### src/rbs_pkg.sv
// Package for the random byte source register block
package rbs_pkg;
  localparam logic [31:0] RBS_ADDR_HW_STATUS = 32'hFFBC015F;
  localparam logic [31:0] RBS_ADDR_DATA_STATUS = 32'hFFBC0160;
  localparam logic [31:0] RBS_ADDR_DATA_BYTE = 32'hFFBC0161;
  localparam int RBS_PRESENT_BIT = 6;
  localparam int RBS_ENABLE_BIT = 0;
  localparam int RBS_VALID_BIT = 0;
  localparam logic [7:0] RBS_DATA_STATUS_RST = 8'h00;
  localparam logic [7:0] RBS_DATA_BYTE_RST = 8'h40;
  localparam logic [7:0] RBS_ZERO_BYTE = 8'h00;
  localparam logic [2:0] RBS_BIT_LAST = 3'h7;
  localparam logic [2:0] RBS_BIT_FIRST = 3'h0;
  localparam logic [15:0] RBS_LFSR_SEED = 16'hACE1;
  localparam logic [15:0] RBS_LFSR_TAPS = 16'hB400;

  typedef struct packed {
    logic        rd;
    logic        wr;
    logic [31:0] addr;
    logic [7:0]  wdata;
  } rbs_req_t;

  typedef struct packed {
    logic        en;
    logic        valid;
    logic [7:0]  data;
    logic [7:0]  shift;
    logic [2:0]  cnt;
    logic [7:0]  rdata;
    logic        rvalid;
  } rbs_state_t;

  typedef struct packed {
    logic [15:0] lfsr;
    logic        bit_out;
    logic        bit_vld;
  } rbs_src_t;
endpackage

### src/rbs_bit_source.sv
// Bit source: one bit per cycle while running, frozen otherwise
`timescale 1ns/1ps
module rbs_bit_source (
  // Clock and reset
  input wire logic clk,
  input wire logic rst_b,
  // Control
  input wire logic run,
  // Bit stream
  output logic bit_out,
  output logic bit_vld
);
  import rbs_pkg::*;
  rbs_src_t s_q, s_d;

  always_comb begin
    s_d = s_q;
    s_d.bit_vld = 1'b0;
    if (run) begin
      s_d.lfsr = {1'b0, s_q.lfsr[15:1]} ^ (s_q.lfsr[0] ? RBS_LFSR_TAPS : 16'h0000);
      s_d.bit_out = s_q.lfsr[0];
      s_d.bit_vld = 1'b1;
    end
  end

  always_ff @(posedge clk) begin
    if (!rst_b) begin
      s_q <= '{lfsr: RBS_LFSR_SEED, bit_out: 1'b0, bit_vld: 1'b0};
    end else begin
      s_q <= s_d;
    end
  end

  assign bit_out = s_q.bit_out;
  assign bit_vld = s_q.bit_vld;

  a_idle_no_bits: assert property (@(posedge clk) disable iff (!rst_b)
    !run |=> !bit_vld) else $error("Bit produced while idle");
endmodule

### src/rbs_top.sv
// Random byte source register block
// Operation
// - Hardware status bit 6 reads 1 whenever a source is present, whether enabled or disabled.
// - Hardware status bit 0 is read and write, 1 starts generation and 0 stops it.
// - Data status bit 0 reads 1 while a valid byte is held, and resets to 00h.
// - The data register is read only, holds the latest byte, and resets to 40h.
// - The generator sits idle in low power while not producing bits.
// - When enabled, bits shift one at a time into eight bits, then valid is set.
// - A data read clears valid at once and a fresh byte is gathered.
`timescale 1ns/1ps
module rbs_top (
  // Clock and reset
  input wire logic clk,
  input wire logic rst_b,
  // Configuration
  input wire logic src_present,
  // Register access
  input rbs_pkg::rbs_req_t req,
  output logic [7:0] rdata,
  output logic rvalid
);
  import rbs_pkg::*;
  rbs_state_t st_q, st_d;
  logic run;
  logic bit_out;
  logic bit_vld;
  logic rd_data;

  assign rd_data = req.rd && (req.addr == RBS_ADDR_DATA_BYTE);

  assign run = st_q.en && src_present && !st_q.valid;

  rbs_bit_source u_src (
    .clk(clk),
    .rst_b(rst_b),
    .run(run),
    .bit_out(bit_out),
    .bit_vld(bit_vld)
  );

  always_comb begin
    st_d = st_q;
    st_d.rvalid = req.rd;
    if (req.wr && req.addr == RBS_ADDR_HW_STATUS) begin
      st_d.en = req.wdata[RBS_ENABLE_BIT];
    end
    if (bit_vld && run) begin
      st_d.shift = {st_q.shift[6:0], bit_out};
      st_d.cnt = st_q.cnt + 3'h1;
      if (st_q.cnt == RBS_BIT_LAST) begin
        st_d.data = {st_q.shift[6:0], bit_out};
        st_d.valid = 1'b1;
        st_d.cnt = RBS_BIT_FIRST;
      end
    end
    if (rd_data) begin
      st_d.valid = 1'b0;
    end
    if (!st_q.en || !src_present) begin
      st_d.cnt = RBS_BIT_FIRST;
    end
    st_d.rdata = RBS_ZERO_BYTE;
    if (req.rd) begin
      unique case (req.addr)
        RBS_ADDR_HW_STATUS: begin
          st_d.rdata[RBS_PRESENT_BIT] = src_present;
          st_d.rdata[RBS_ENABLE_BIT] = st_q.en;
        end
        RBS_ADDR_DATA_STATUS: begin
          st_d.rdata[RBS_VALID_BIT] = st_q.valid;
        end
        RBS_ADDR_DATA_BYTE: begin
          st_d.rdata = st_q.data;
        end
        default: begin
          st_d.rdata = RBS_ZERO_BYTE;
        end
      endcase
    end
  end

  always_ff @(posedge clk) begin
    if (!rst_b) begin
      st_q <= '{en: 1'b0, valid: RBS_DATA_STATUS_RST[RBS_VALID_BIT], data: RBS_DATA_BYTE_RST,
                shift: RBS_ZERO_BYTE, cnt: RBS_BIT_FIRST, rdata: RBS_ZERO_BYTE, rvalid: 1'b0};
    end else begin
      st_q <= st_d;
    end
  end

  assign rdata = st_q.rdata;
  assign rvalid = st_q.rvalid;

  a_present_read: assert property (@(posedge clk) disable iff (!rst_b)
    req.rd && req.addr == RBS_ADDR_HW_STATUS
    |=> rdata[RBS_PRESENT_BIT] == $past(src_present))
    else $error("Presence bit wrong");

  a_enable_store: assert property (@(posedge clk) disable iff (!rst_b)
    req.wr && req.addr == RBS_ADDR_HW_STATUS
    |=> st_q.en == $past(req.wdata[RBS_ENABLE_BIT]))
    else $error("Enable not stored");

  a_status_read: assert property (@(posedge clk) disable iff (!rst_b)
    req.rd && req.addr == RBS_ADDR_DATA_STATUS
    |=> rdata == {7'h00, $past(st_q.valid)})
    else $error("Data status read wrong");

  a_data_read: assert property (@(posedge clk) disable iff (!rst_b)
    rd_data
    |=> rdata == $past(st_q.data))
    else $error("Data read wrong");

  a_valid_clear: assert property (@(posedge clk) disable iff (!rst_b)
    rd_data
    |=> !st_q.valid)
    else $error("Valid not cleared by read");

  a_valid_fill: assert property (@(posedge clk) disable iff (!rst_b)
    $rose(st_q.valid)
    |-> $past(run) && $past(st_q.cnt) == RBS_BIT_LAST)
    else $error("Valid set early");

  a_absent_valid: assert property (@(posedge clk) disable iff (!rst_b)
    !src_present
    |=> !$rose(st_q.valid))
    else $error("Valid set when absent");

  a_reserved_zero: assert property (@(posedge clk) disable iff (!rst_b)
    req.rd && req.addr == RBS_ADDR_HW_STATUS
    |=> rdata[7] == 1'b0 && rdata[5:1] == 5'h00)
    else $error("Reserved bits nonzero");

  a_no_spurious_rv: assert property (@(posedge clk) disable iff (!rst_b)
    rvalid
    |-> $past(req.rd))
    else $error("Read answer without request");

  a_rvalid_pulse: assert property (@(posedge clk) disable iff (!rst_b)
    req.rd
    |=> rvalid)
    else $error("Read not answered");

  a_idle_rdata_zero: assert property (@(posedge clk) disable iff (!rst_b)
    !req.rd
    |=> rdata == RBS_ZERO_BYTE)
    else $error("Read data not zero when idle");

  a_unmapped_zero: assert property (@(posedge clk) disable iff (!rst_b)
    req.rd && req.addr != RBS_ADDR_HW_STATUS && req.addr != RBS_ADDR_DATA_STATUS && req.addr != RBS_ADDR_DATA_BYTE
    |=> rdata == RBS_ZERO_BYTE)
    else $error("Unmapped read not zero");

  a_en_hold: assert property (@(posedge clk) disable iff (!rst_b)
    !(req.wr && req.addr == RBS_ADDR_HW_STATUS)
    |=> $stable(st_q.en))
    else $error("Enable changed without write");

  a_hw_enable_read: assert property (@(posedge clk) disable iff (!rst_b)
    req.rd && req.addr == RBS_ADDR_HW_STATUS
    |=> rdata[RBS_ENABLE_BIT] == $past(st_q.en))
    else $error("Enable bit read wrong");

  a_cnt_idle: assert property (@(posedge clk) disable iff (!rst_b)
    !st_q.en
    |=> st_q.cnt == RBS_BIT_FIRST)
    else $error("Bit counter not cleared when stopped");

  a_run_absent: assert property (@(posedge clk) disable iff (!rst_b)
    !src_present
    |-> !run)
    else $error("Source running when absent");

  a_valid_hold: assert property (@(posedge clk) disable iff (!rst_b)
    st_q.valid && !rd_data
    |=> st_q.valid)
    else $error("Valid dropped without read");

  a_shift_frozen: assert property (@(posedge clk) disable iff (!rst_b)
    !run
    |=> $stable(st_q.shift))
    else $error("Holding byte moved while idle");

  // Data byte changes only on completion
  a_data_update: assert property (@(posedge clk) disable iff (!rst_b)
    $changed(st_q.data)
    |-> $rose(st_q.valid) || $past(rd_data))
    else $error("Data byte changed without completion");

  c_byte_ready: cover property (@(posedge clk) disable iff (!rst_b) $rose(st_q.valid));
  c_absent_write: cover property (@(posedge clk) disable iff (!rst_b)
    !src_present && req.wr && req.addr == RBS_ADDR_HW_STATUS);
  c_read_valid: cover property (@(posedge clk) disable iff (!rst_b) rd_data && st_q.valid);
  c_enable: cover property (@(posedge clk) disable iff (!rst_b) $rose(st_q.en));
  c_disable: cover property (@(posedge clk) disable iff (!rst_b) $fell(st_q.en));
endmodule

### config.mk
export PLATFORM = sky130hd
export DESIGN_NAME = rbs_top
export DESIGN_NICKNAME = d
export VERILOG_FILES = /design/src/rbs_pkg.sv /design/src/rbs_bit_source.sv /design/src/rbs_top.sv
export SDC_FILE = /design/constraint.sdc
export NUM_CORES = 1
export LEC_CHECK = 0
export ABC_AREA = 1
export ABC_CLOCK_PERIOD_IN_PS = 1350
export BUFFER_PORTS_ARGS = -buffer_cell sky130_fd_sc_hd__buf_2
export CAP_MARGIN = 20
export CORE_AREA = 2 2 66 68
export CTS_CLUSTER_DIAMETER = 150
export DETAILED_ROUTE_END_ITERATION = 10
export DIE_AREA = 0 0 68 70
export GPL_TIMING_DRIVEN = 0
export HOLD_SLACK_MARGIN = 0.02
export PLACE_DENSITY_LB_ADDON = 0.3
export SETUP_SLACK_MARGIN = 0.3
export SLEW_MARGIN = 20
export SYNTH_ARGS = -nofsm -noshare
export SYNTH_HDL_FRONTEND = slang
export SYNTH_HIERARCHICAL = 1
export SYNTH_SLANG_ARGS = --single-unit
### constraint.sdc
create_clock -name clk -period 1.35 [get_ports clk]
set_input_delay 0.27 -clock clk [delete_from_list [all_inputs] [get_ports clk]]
set_output_delay 0.27 -clock clk [all_outputs]
set_load 0.1 [all_outputs]
==> metrics list, run 1 <==
- Library cell with the highest instance count after synthesis: nand2_1
- After detailed routing, the average wire length per cell comes to 11.9 um.
- In this run the standard cell core region covers around 4100 um2.
* Die X-Extent: 68 um
- After synthesis the netlist holds a flip-flop and latch count of 47.
* Complex-gate fraction of the synthesized area: 12.6%
- Sequential cells were found to cover 45.6% of the synthesized design area.
* End of the worst register-to-register path: u_src/s_q[5]
- Fin crit share: between 90 and 100%
- Delay of the slowest cell on the worst path: 0.35 ns
* Buffer type at the clock tree root: clkbuf_8
- Critical path, cell by cell: nand2_2 > nor2_4 > buf_6 > buf_12 > inv_8 > buf_12 > nor2_4 > nor2_2
- Achievable frequency: 810 MHz
* Number of cells on the worst reg-to-reg path: 8
* Sw power: about 0.00058 W
- Number of flops mapped to enable cells by yosys: 0
- Top cells by instance count after synthesis: nand2_1, dfxtp_1, inv_1, nor2_1, a21oi_1
* Later-pin clock latency in the skew report: 0.30 ns
- The routed layout has 1891 vias.
* Critical path arrival: about 1.4 ns
- Internal power consumption: between 0.002 and 0.0025 W
* Post-synthesis share of cell area spent on full adders, half adders and majority gates: 1.21%
- The first global-routing pass estimated 7470 um of wire.
- Slowest cell on the critical path: dfxtp_2
- Global routing finished with a remaining overflow of 0.
- Fraction of power spent switching nets: 22.4%
- Endpoint of the worst hold-timing path: st_q[29]
- Gate Count Post-Synth: between 200 and 300
- The worst setup path is launched from a flop.
- Sequential share of power: a little over half
- Clock-pin slew was measured on the worst setup and hold paths at about 0.090 ns.
- In the final timing run, aggregate negative setup slack is 0 ns.
- The synthesized design devotes to its leading area cell type 45.6% of total area.
- Critical path type: reg -> reg
- In this run the tightest slew margin relative to its limit is 80.4%.
* # H-tree levels: 2
- Detailed-route vias per instance: ~4.7
- Pin count of the biggest net entering global routing: 17
- FFs w/ async S/R, synth: 0%
- The cell area that synthesis handed to floorplanning was 2060 um2.
- Syn nets: 326
- At the pin with the least slew margin, the transition time is 0.293 ns.
- Placement Rows: 24
- Summed over all cells, the static leakage comes to between 1 and 1.5 nW.
- Worst r2r src: st_q[29]
* TritonCTS clock tree: yes
- In the synthesized netlist, mux cells make up 0% of the area.
- Detailed placer's ending HPWL: 2800 um
- Cell types occupying the most area after synthesis: dfxtp_1, nand2_1, inv_1
- The worst hold path was traced through 3 stages.
* Required time worst endpoint: 1.54 ns
- Setup slack on the worst reg-to-reg path comes out at 0.12 ns.
- Maximum fanout count along the critical path: 7
- Outcome: finished, final reports clean
* Power share of the combinational group: 5.7%
- The synthesized netlist devotes 24.6% of its cell area to simple gates.
- In this run the power density over the cells is about 840 nW/um2.
- Tightest Hold Check Type: in -> reg
* Initial Util: 49.8%
- Hold Path Origin: req[0]
- IR analysis of the VDD net gives a maximum drop of 0.749 mV.
- For this run, the total global-route usage over all layers was measured as 20.5%.
- A synthesized cell averages approximately 7.4 um2.
* Iteration-0 DRC count of the detailed router: between 100 and 150
* Worst hold slack after final layout: 0.212 ns
- The largest total area in the synthesized netlist belongs to dfxtp_1.
* DRC violations left: 0
- Xor and xnor fraction of the mapped netlist area: 0%
- The net count of the finished layout is 393.
* Count of antenna diodes in the layout: 0
* Ys flop type: dfxtp_1
- Layout overhead on the synthesized area: 50.0%
- Counting I/O delays and the setup requirement, the final critical path takes 1.23 ns.
- The worst setup path is captured at a flop.
* Maximum buffer depth of the clock tree: 2
* Number of detailed-route iterations in the first pass: 4
* Number of port buffers: 46
* Max-cap violations: 0
- The count of pins over their slew limit is 0.
- The die covers 4760 um2.
- In this run the vertical extent of the chip is 70 um.
- Setup repair after global routing could not meet its margin everywhere.
* Routed wire length: 4750 um
- The clock net in this run drives a total of 47 sinks.
- For this design the top-level I/O count stands at 54.
- The number of endpoints with negative hold slack in the final report was 0.
* Routability cong.: 0.793
* Setup-failing EPs final: 0
- The initial antenna violation count was 0.
- The share of total power dissipated in the clock network is 40.8%.
* Count of unique library cells instantiated by Yosys: 24
- Main combinational cell family by area after synthesis: simple AND/OR/NAND/NOR gates
* Clk_skew: 0.00731 ns
- Once detail routing completed, the nets flagged for antenna violations numbered 0.
- Number of global-route vias before repair: 1832
- Number of buffers inserted during clock tree synthesis: 5
- Share of final-layout standard cells stronger than drive strength 1: 47.0%
- Warnings from Yosys: 6
per-layer routing:
metal  part of all wire (%)  global-route usage [%]
met5                      0                       0
met4                    2.0                    8.00
met3                    4.2                    4.99
met2                     54                    37.8
met1                     40                    21.3
final cells by class:
class,instances,area (um2)
Buffer,17,204
Clock buffer,5,68.8
Clock inverter,3,46.3
Fill cell,307,1050
Inverter,46,183
Multi-Input combinational cell,169,1030
Sequential cell,47,957
Tap cell,52,65.1
Timing Repair Buffer,60,539
stage by stage:
step	area, um2	cells	total power (W)	worst slack, ns	utilization, %
CTS	2940	397	0.00260	0.140	71.0
global placement	2420	377	0.00155	0.0449	58.3
finish	3090	399	0.00259	0.116	74.6
floorplan	2120	279	0.00148	0.218	-
detailed placement	2420	377	0.00155	0.0454	58.3
global route	3090	399	0.00269	0.0644	74.6
sequential cells by signal, summed over array words and instances (netlist names):
| name | flops |
|---|---|
| rdata | 8 |
| rvalid | 1 |
| st_q | 20 |
| u_src/bit_out | 1 |
| u_src/bit_vld | 1 |
| u_src/s_q | 16 |
how the worst max path moves through the flow:
stage                      startpoint            to  slack (ns)
final                        st_q[29]  u_src/s_q[5]        0.12
after global routing         st_q[29]      st_q[24]        0.06
after floorplan              st_q[29]      st_q[24]        0.22
after CTS                    rdata[6]      rdata[6]        0.14
after global placement    src_present      st_q[24]        0.04
after detailed placement  src_present      st_q[25]        0.05
power by group through the flow:
stage / clock (W) / sequential (W) / combinational (W)
after floorplan: 0 / 0.00143 / 0.0000527
after global placement: 0 / 0.00142 / 0.000129
after detailed placement: 0 / 0.00142 / 0.000131
after CTS: 0.00107 / 0.00139 / 0.000142
after global routing: 0.00113 / 0.00139 / 0.000166
final: 0.00106 / 0.00139 / 0.000147
worst max-delay path, delay by kind of cell (launching register included):
kind,cells,cell delay (ns)
and+or+nand+nor,4,0.34
DFF,1,0.35
buffers and inverters,4,0.43
what timing repair did:
item                                   in CTS  in global routing
endpoints found under the hold margin       0                  0
cloned                                      6                  0
buffers inserted                            6                  2
gates resized for setup                    90                 39
hold buffers                                0                  0
setup endpoints to repair                  45                 54
pin swaps                                  14                  5
kinds of logic (layout without fill, tap and decap cells):
group	after synthesis	count (layout)
AO/OA/AOI/OAI	46	46
flip-flops	47	47
AND/OR/NAND/NOR	121	121
adder cells (fa/ha/maj)	2	2
buffers and inverters	63	131
layout by cell type, fill, tap and decap left out, types with 6 or more instances in the layout:
cell and n:
nor2_1 30, buf_12 12, nand2_2 7, dfxtp_2 13, o21ai_2 7, nand3_2 8, dfxtp_1 34, o21ai_0 7
inv_1 42, buf_2 39, nand2_1 48, buf_6 16, nand3_1 8, nor2_4 9, nor2_2 7, a21oi_2 15
a21oi_1 6, o21ai_1 7
Power figures use the tool's default switching activity.
==> inputs of run 2 (changes only) <==
--- a/config.mk
+++ b/config.mk
@@ -5,14 +5,13 @@
 export SDC_FILE = /design/constraint.sdc
 export NUM_CORES = 1
 export LEC_CHECK = 0
-export ABC_AREA = 1
 export ABC_CLOCK_PERIOD_IN_PS = 1350
 export BUFFER_PORTS_ARGS = -buffer_cell sky130_fd_sc_hd__buf_2
 export CAP_MARGIN = 20
-export CORE_AREA = 2 2 66 68
+export CORE_AREA = 2 2 65 67
 export CTS_CLUSTER_DIAMETER = 150
 export DETAILED_ROUTE_END_ITERATION = 10
-export DIE_AREA = 0 0 68 70
+export DIE_AREA = 0 0 67 69
 export GPL_TIMING_DRIVEN = 0
 export HOLD_SLACK_MARGIN = 0.02
 export PLACE_DENSITY_LB_ADDON = 0.3
==> metrics list, run 2 <==
- The count of buffers inserted at the top-level ports is 46 (unchanged).
* Total buffers and inverters traversed by the critical path: 1 (-3)
* Ys flop type: dfxtp_1
- The setup path with the least slack is of type in -> reg.
* Fin crit share: 105% (+14 points)
* Clock transition at path regs: 0.09 ns (about the same)
- The final critical-path setup slack came to -0.0693 ns (-0.185 ns).
- Slowest cell on the critical path: or4b_4
- Routability cong.: 0.731 (-7.9%)
- The per-cell routed wire length was 16.2 um (+36%).
* Setup slack after placement: -0.406 ns (-0.451 ns)
- STA classifies the critical path startpoint as an input pin.
- All-layer global routing usage: 20.2% (-0.27 points)
* Largest register by flop count: st_q
* Routed Antenna Nets: 0 (unchanged)
- The area growth from synthesis to layout is 59.8%.
- Commonest cells after routing, fill and taps aside: dfxtp_1, buf_2, nand2_1, buf_6, mux2i_1
- Final instance area: 3130 um2 (+1.1%)
- The number of enable-type register cells in the synthesized netlist is 0 (unchanged).
* Wire length of the first global-routing pass: 7110 um (-4.9%)
* Worst-Margin Slew: 0.399 ns (+0.106 ns)
* Avg Inst Size Synth: 9.64 um2 (+30%)
- The warning count from the yosys run is 6 (unchanged).
- Net count, final: 319 (-19%)
- Cell type group with the largest total delay on the critical path: simple AND/OR/NAND/NOR gates
* Violations in the final reports: negative setup slack
- The TritonCTS buffer count was 5 (unchanged).
- Die span in y: 69 um (-1.4%)
- Maximum buffer depth of the clock tree: 2 (unchanged)
- Top cells by instance count after synthesis: dfxtp_1, nand2_1, mux2i_1, nor2b_1
- The final worst hold slack came to 0.180 ns (-0.0325 ns).
* Post-synthesis share of cell area spent on full adders, half adders and majority gates: 1.28% (+0.065 points)
* Core region area: 3910 um2 (-5.6%)
- Rel. slew slack: 73.4% (-7.0 points)
* Required time worst endpoint: 1.59 ns (+0.05 ns)
- TritonCTS built the clock tree.
- The post-synthesis sequential element count is 47 (unchanged).
- Outcome: finished, violations left
- The number of placement rows came to 23 (-4.2%).
* Xor and xnor fraction of the mapped netlist area: 1.34% (+1.3 points)
- The top-level port count came to 54 (unchanged).
* Detailed-route vias per instance: 5.20 (+9.8%)
- The number of remaining DRC errors is 0 (unchanged).
* Total power of the final layout: 0.00243 W (-6.1%)
- Syn nets: 250 (-23%)
* Detailed placer's ending HPWL: 2620 um (-6.7%)
* Gate Count Post-Synth: 203 (-27%)
- Max-cap violations: 0 (unchanged)
- The cell area after placement came to 2360 um2 (-2.4%).
* Library cell with the highest instance count after synthesis: dfxtp_1
- Initial antenna violation count: 0 (unchanged)
* Buffer type at the clock tree root: clkbuf_8
- Pin count of the biggest net entering global routing: 16 (-1)
- The total wire length after detailed routing came to 5250 um (+10%).
* Areal power density over the cells: 779 nW/um2 (-7.1%)
- Setup-failing EPs final: 7 (+7)
- The number of iterations in the first detailed-routing pass came to 4 (unchanged).
- Static leakage: 1.28 nW (-6.8%)
* Maximum fanout count along the critical path: 6 (-1)
* Mapped Area: 1960 um2 (-5.1%)
- Count of unique library cells instantiated by Yosys: 37 (+54%)
- Cell types occupying the most area after synthesis: dfxtp_1, nand2_1, mux2i_1
* Final critical path time including I/O delays and setup: 1.42 ns (+0.185 ns)
- Simple-gate area share of the yosys netlist: 26.5% (+2.0 points)
- The largest stage delay on the critical path came to 0.55 ns (+0.20 ns).
- FFs w/ async S/R, synth: 0% (unchanged)
- Clk_skew: 0.00319 ns (-0.00412 ns)
* Number of global-route vias before repair: 1562 (-15%)
- Share of Yosys cell area claimed by the top area cell type: 48.1% (+2.5 points)
- Largest area contributor in the synthesized netlist: dfxtp_1
* Vias post-DR: 1681 (-11%)
- Most frequent standard cell in the layout excluding fill and tap cells: dfxtp_1
- The number of sinks on the clock net was 47 (unchanged).
- Number of hold-slack violations in the final timing report: 0 (unchanged)
- Main combinational cell family by area after synthesis: simple AND/OR/NAND/NOR gates
- The die extent in x came to 67 um (-1.5%).
* Critical path arrival: 1.66 ns (+0.24 ns)
* Share of final-layout standard cells stronger than drive strength 1: 58.6% (+12 points)
- Later-pin clock latency in the skew report: 0.30 ns (about the same)
- The setup TNS came to -0.363 ns (-0.363 ns).
- The worst hold path belongs to the class in -> reg.
- GRT overflow: 0 (unchanged)
- The number of buffers added to fix hold violations after cts came to 0 (unchanged).
* Achievable frequency: 705 MHz (-13%)
- Initial Util: 50.0% (+0.24 points)
* Die footprint: 4620 um2 (-2.9%)
* Complex-gate fraction of the synthesized area: 9.21% (-3.4 points)
- # H-tree levels: 2 (unchanged)
- Unrepaired setup endpoints after global routing: yes
* Highest ir drop seen on vdd: 0.942 mV (+26%)
* Largest register FFs: 20 (unchanged)
- The fraction of the yosys area taken by sequential cells is 48.1% (+2.5 points).
- Critical path, cell by cell: buf_6 > or4b_4 > nor3b_4 > nor4b_4 > and2_1
- CP Capture Type: flop
- Max-slew violation total from the final report: 0 (unchanged)
- The count of antenna diodes in the layout was 0 (unchanged).
- Multiplexer fraction of the synthesized cell area: 7.16% (+7.2 points)
- Iteration-0 DRC count of the detailed router: 64 (-53%)
[run 2: logic make-up after synthesis]
kind of cell | count (synthesis)
DFF | 47
AOI/OAI and AO/OA | 26
muxes | 14
buffers and inverters | 19
and+or+nand+nor | 92
adders and majority gates | 2
xor gates and xnor gates | 3
[run 2: power by group]
group / internal, W / switching [W]
clock network: 0.000418 / 0.000463
registers: 0.00138 / 0.00000139
logic: 0.0000899 / 0.0000781
[run 2: layout make-up]
type                       count  area [um2]
inverter                       2        7.51
buffer                        17         186
timing repair buffer          62         606
clock buffer                   6        82.6
sequential                    47         961
clock inverter                 2        16.3
tap                           50        62.6
fill                         218         787
multi-input combinational    137        1200
[run 2: path summary, 6_finish.rpt]
check                              start  endpoint  slack [ns]  depth (start not counted)
worst min register to register  st_q[20]  st_q[20]        0.46                          2
worst min-delay path             req[41]  st_q[28]        0.18                          2
worst max-delay path             req[10]  rdata[7]       -0.07                          5
worst max register to register  st_q[28]  st_q[22]       -0.01                          6
[run 2: per-layer routing]
metal  share of wire, %  wire [um]  track usage (%)
met1                 42       2210             23.2
met2                 52       2710             35.6
met3                5.3        276             5.87
met4                1.0         53             5.44
met5                  0          0                0
[run 2: through the flow]
step | utilization [%] | std cells
floorplan | - | 203
global placement | 60.3 | 299
detailed placement | 60.3 | 299
CTS | 74.4 | 317
global route | 79.9 | 323
finish | 79.9 | 323
[run 2: repair_timing]
item                                   in CTS  in global routing
endpoints found under the hold margin       0                  0
cloned                                      4                  1
gates resized for setup                   107                 43
pin swaps                                  37                 24
setup endpoints to repair                  53                 55
buffers inserted                            6                  5
==> inputs of run 3 (changes only) <==
--- a/config.mk
+++ b/config.mk
@@ -5,13 +5,13 @@
 export SDC_FILE = /design/constraint.sdc
 export NUM_CORES = 1
 export LEC_CHECK = 0
-export ABC_CLOCK_PERIOD_IN_PS = 1350
-export BUFFER_PORTS_ARGS = -buffer_cell sky130_fd_sc_hd__buf_2
+export ABC_CLOCK_PERIOD_IN_PS = 1690
 export CAP_MARGIN = 20
-export CORE_AREA = 2 2 65 67
+export CORE_AREA = 2 2 61 63
 export CTS_CLUSTER_DIAMETER = 150
 export DETAILED_ROUTE_END_ITERATION = 10
-export DIE_AREA = 0 0 67 69
+export DIE_AREA = 0 0 63 65
+export DONT_BUFFER_PORTS = 1
 export GPL_TIMING_DRIVEN = 0
 export HOLD_SLACK_MARGIN = 0.02
 export PLACE_DENSITY_LB_ADDON = 0.3
==> constraint.sdc (replaced) <==
create_clock -name clk -period 1.69 [get_ports clk]
set_input_delay 0.338 -clock clk [delete_from_list [all_inputs] [get_ports clk]]
set_output_delay 0.338 -clock clk [all_outputs]
set_load 0.1 [all_outputs]
==> metrics list, run 3 (synthesis results as in run 2) <==
- Largest register FFs: 20 (unchanged)
- The worst setup path is of the in -> reg kind.
* Post-CTS repair timing setup buffer count: 0 (-6)
- Leaving out fill and tap cells, the most frequent cells in the layout are nand2_1, dfxtp_1, mux2i_1, nor2b_1.
- The smallest clock period supported by the final layout is computed as 1.31 ns.
* Die span in y: 65 um (-5.8%)
* Highest ir drop seen on vdd: 0.412 mV (-56%)
- STA classifies the critical path startpoint as an input pin.
* Critical path, cell by cell: or4b_4 > nor3b_4 > nor4b_4 > and2_1
* Total placed cells including tap cells: 251 (-16%)
- Register-to-register setup slack: 0.39 ns (+0.40 ns)
- The area taken by flip-flops and latches was 948 um2 (-1.3%).
* Number of buffers inserted during clock tree synthesis: 5 (unchanged)
- Rel. slew slack: 71.4% (-2.1 points)
* Layout Cells excl Fill: 259 (-20%)
- Timing would allow up to 763 MHz.
* Number of global-route vias before repair: 1360 (-13%)
- Layout overhead on the synthesized area: 8.25%
- Placement Rows: 22 (-4.3%)
- GRT overflow: 0 (unchanged)
- The count of antenna diodes in the layout is 0 (unchanged).
- The per-cell routed wire length was 13.1 um (-20%).
- Ranked by flip-flop count, first place goes to st_q.
- Setup-failing EPs final: 0 (-7)
- Net count, final: 257 (-19%)
- Later-pin clock latency in the skew report: 0.34 ns (+0.04 ns)
* Routed wire length: 3380 um (-36%)
- Number of hold-slack violations in the final timing report: 0 (unchanged)
* Sink count of the clock tree: 47 (unchanged)
* Worst-Margin Slew: 0.429 ns (+0.0308 ns)
- The clock input transition at the sequential cells of the worst setup and hold paths is 0.13 ns (+0.04 ns).
* Areal power density over the cells: 783 nW/um2 (+0.57%)
- The initial antenna violation count was 0 (unchanged).
- Initial Util: 56.0% (+6.0 points)
- Core region area: 3500 um2 (-11%)
* Worst hold slack after final layout: 0.0693 ns (-0.110 ns)
- The worst setup path is captured at a flop.
* Worst r2r src: st_q[9]
- The area of the multi-input gates came to 918 um2 (-24%).
- Cell type group with the largest total delay on the critical path: simple AND/OR/NAND/NOR gates
- Number of port buffers: 0 (-100%)
* Buffer type at the clock tree root: clkbuf_4
* Setup WS post-layout: 0.380 ns (+0.449 ns)
- TritonCTS clock tree: yes
- Slowest cell on the critical path: or4b_4
* Detailed-route vias per instance: 5.29 (+1.6%)
- Share of final-layout standard cells stronger than drive strength 1: 19.0% (-40 points)
* Delay of the slowest cell on the worst path: 0.54 ns (about the same)
* Static leakage: 0.753 nW (-41%)
- The detailed router's first-iteration violation count is 31 (-52%).
* Routed Antenna Nets: 0 (unchanged)
- The placer congestion estimate was 0.801 (+9.7%).
* Hold-fix buffers at CTS: 0 (unchanged)
* Fin crit share: between 70% and 80%
* Max-cap violations: 0 (unchanged)
- Tightest Hold Check Type: in -> reg
- The top-level port count came to 54 (unchanged).
- Maximum fanout count along the critical path: 6 (unchanged)
* Die X-Extent: 63 um (-6.0%)
- Pin count of the biggest net entering global routing: 16 (unchanged)
- Setup slack after placement: 0.00542 ns (+0.411 ns)
* Unrepaired setup endpoints after global routing: yes
* Maximum buffer depth of the clock tree: 2 (unchanged)
- Most frequent standard cell in the layout excluding fill and tap cells: nand2_1
- The total of fill cells in the finished design came to 304 (+39%).
- Critical path arrival: 1.61 ns (-0.05 ns)
* # H-tree levels: 2 (unchanged)
* Detailed placer's ending HPWL: 2600 um (-0.42%)
- DRC violations left: 0 (unchanged)
* Final Core Density: 60.6% (-19 points)
- The total vias in the final route came to 1369 (-19%).
- The number of buffer and inverter instances along the worst setup path was 0 (-1).
- The endpoint required time on the critical path is 1.99 ns (+0.40 ns).
* Die footprint: 4100 um2 (-11%)
* All-layer global routing usage: 17.9% (-2.3 points)
* Hold Path Origin: req[41]
- Clk_skew: 0.00403 ns (+0.000836 ns)
* Setup TNS: 0 ns (+0.363 ns)
- Outcome: finished, final reports clean
- The number of iterations in the first detailed-routing pass came to 5 (+1).
- Wire length of the first global-routing pass: 5860 um (-18%)
* Timing startpoint of the critical path: req[9]
* Max-slew violation total from the final report: 0 (unchanged)
[run 3: final cells by class]
type	count	area share [%]
Buffer	17	5.97
Tap cell	48	2.84
Sequential cell	47	44.8
Multi-Input combinational cell	137	43.4
Inverter	2	0.354
Clock buffer	5	1.77
Clock inverter	3	0.945
[run 3: power by group]
part	switching (W)	leakage (nW)	internal, W	total (W)
logic	0.0000171	0.345	0.0000212	0.0000383
clock network	0.000343	0.0272	0.000159	0.000502
registers	0.00000972	0.381	0.00111	0.00112
total	0.000370	0.753	0.00129	0.00166
[run 3: worst register-to-register path, delay by kind of cell, from the launching register on]
kind	cells	cell delay (ns)
AOI/OAI and AO/OA	2	0.16
and+or+nand+nor	1	0.14
buffers and inverters	1	0.17
adders and majority gates	2	0.38
DFF	1	0.35
[run 3: timing repair]
action | in CTS | in global routing
setup endpoints to repair | 16 | 13
resized for setup | 4 | 13
gates cloned | 0 | 0
pin swaps | 0 | 0
[run 3: worst paths after layout]
kind         cells after the start        to
min                              1  st_q[28]
max reg2reg                      6  st_q[28]
min reg2reg                      2  st_q[22]
max                              4  rdata[1]
[run 3: per-stage QoR]
stage	total power, W	area (um2)
floorplan	0.00118	1980
global route	0.00172	2120
finish	0.00166	2120
detailed placement	0.00118	2040
CTS	0.00168	2100
global placement	0.00118	2040
[run 3: per-layer routing]
metal,part of all wire [%],wire [um],up-vias,track usage (%)
met3,7.0,235,0,5.90
met2,49,1640,47,30.6
met4,0,0,0,4.17
met5,0,0,-,0
li1,-,-,696,-
met1,44,1500,626,21.9
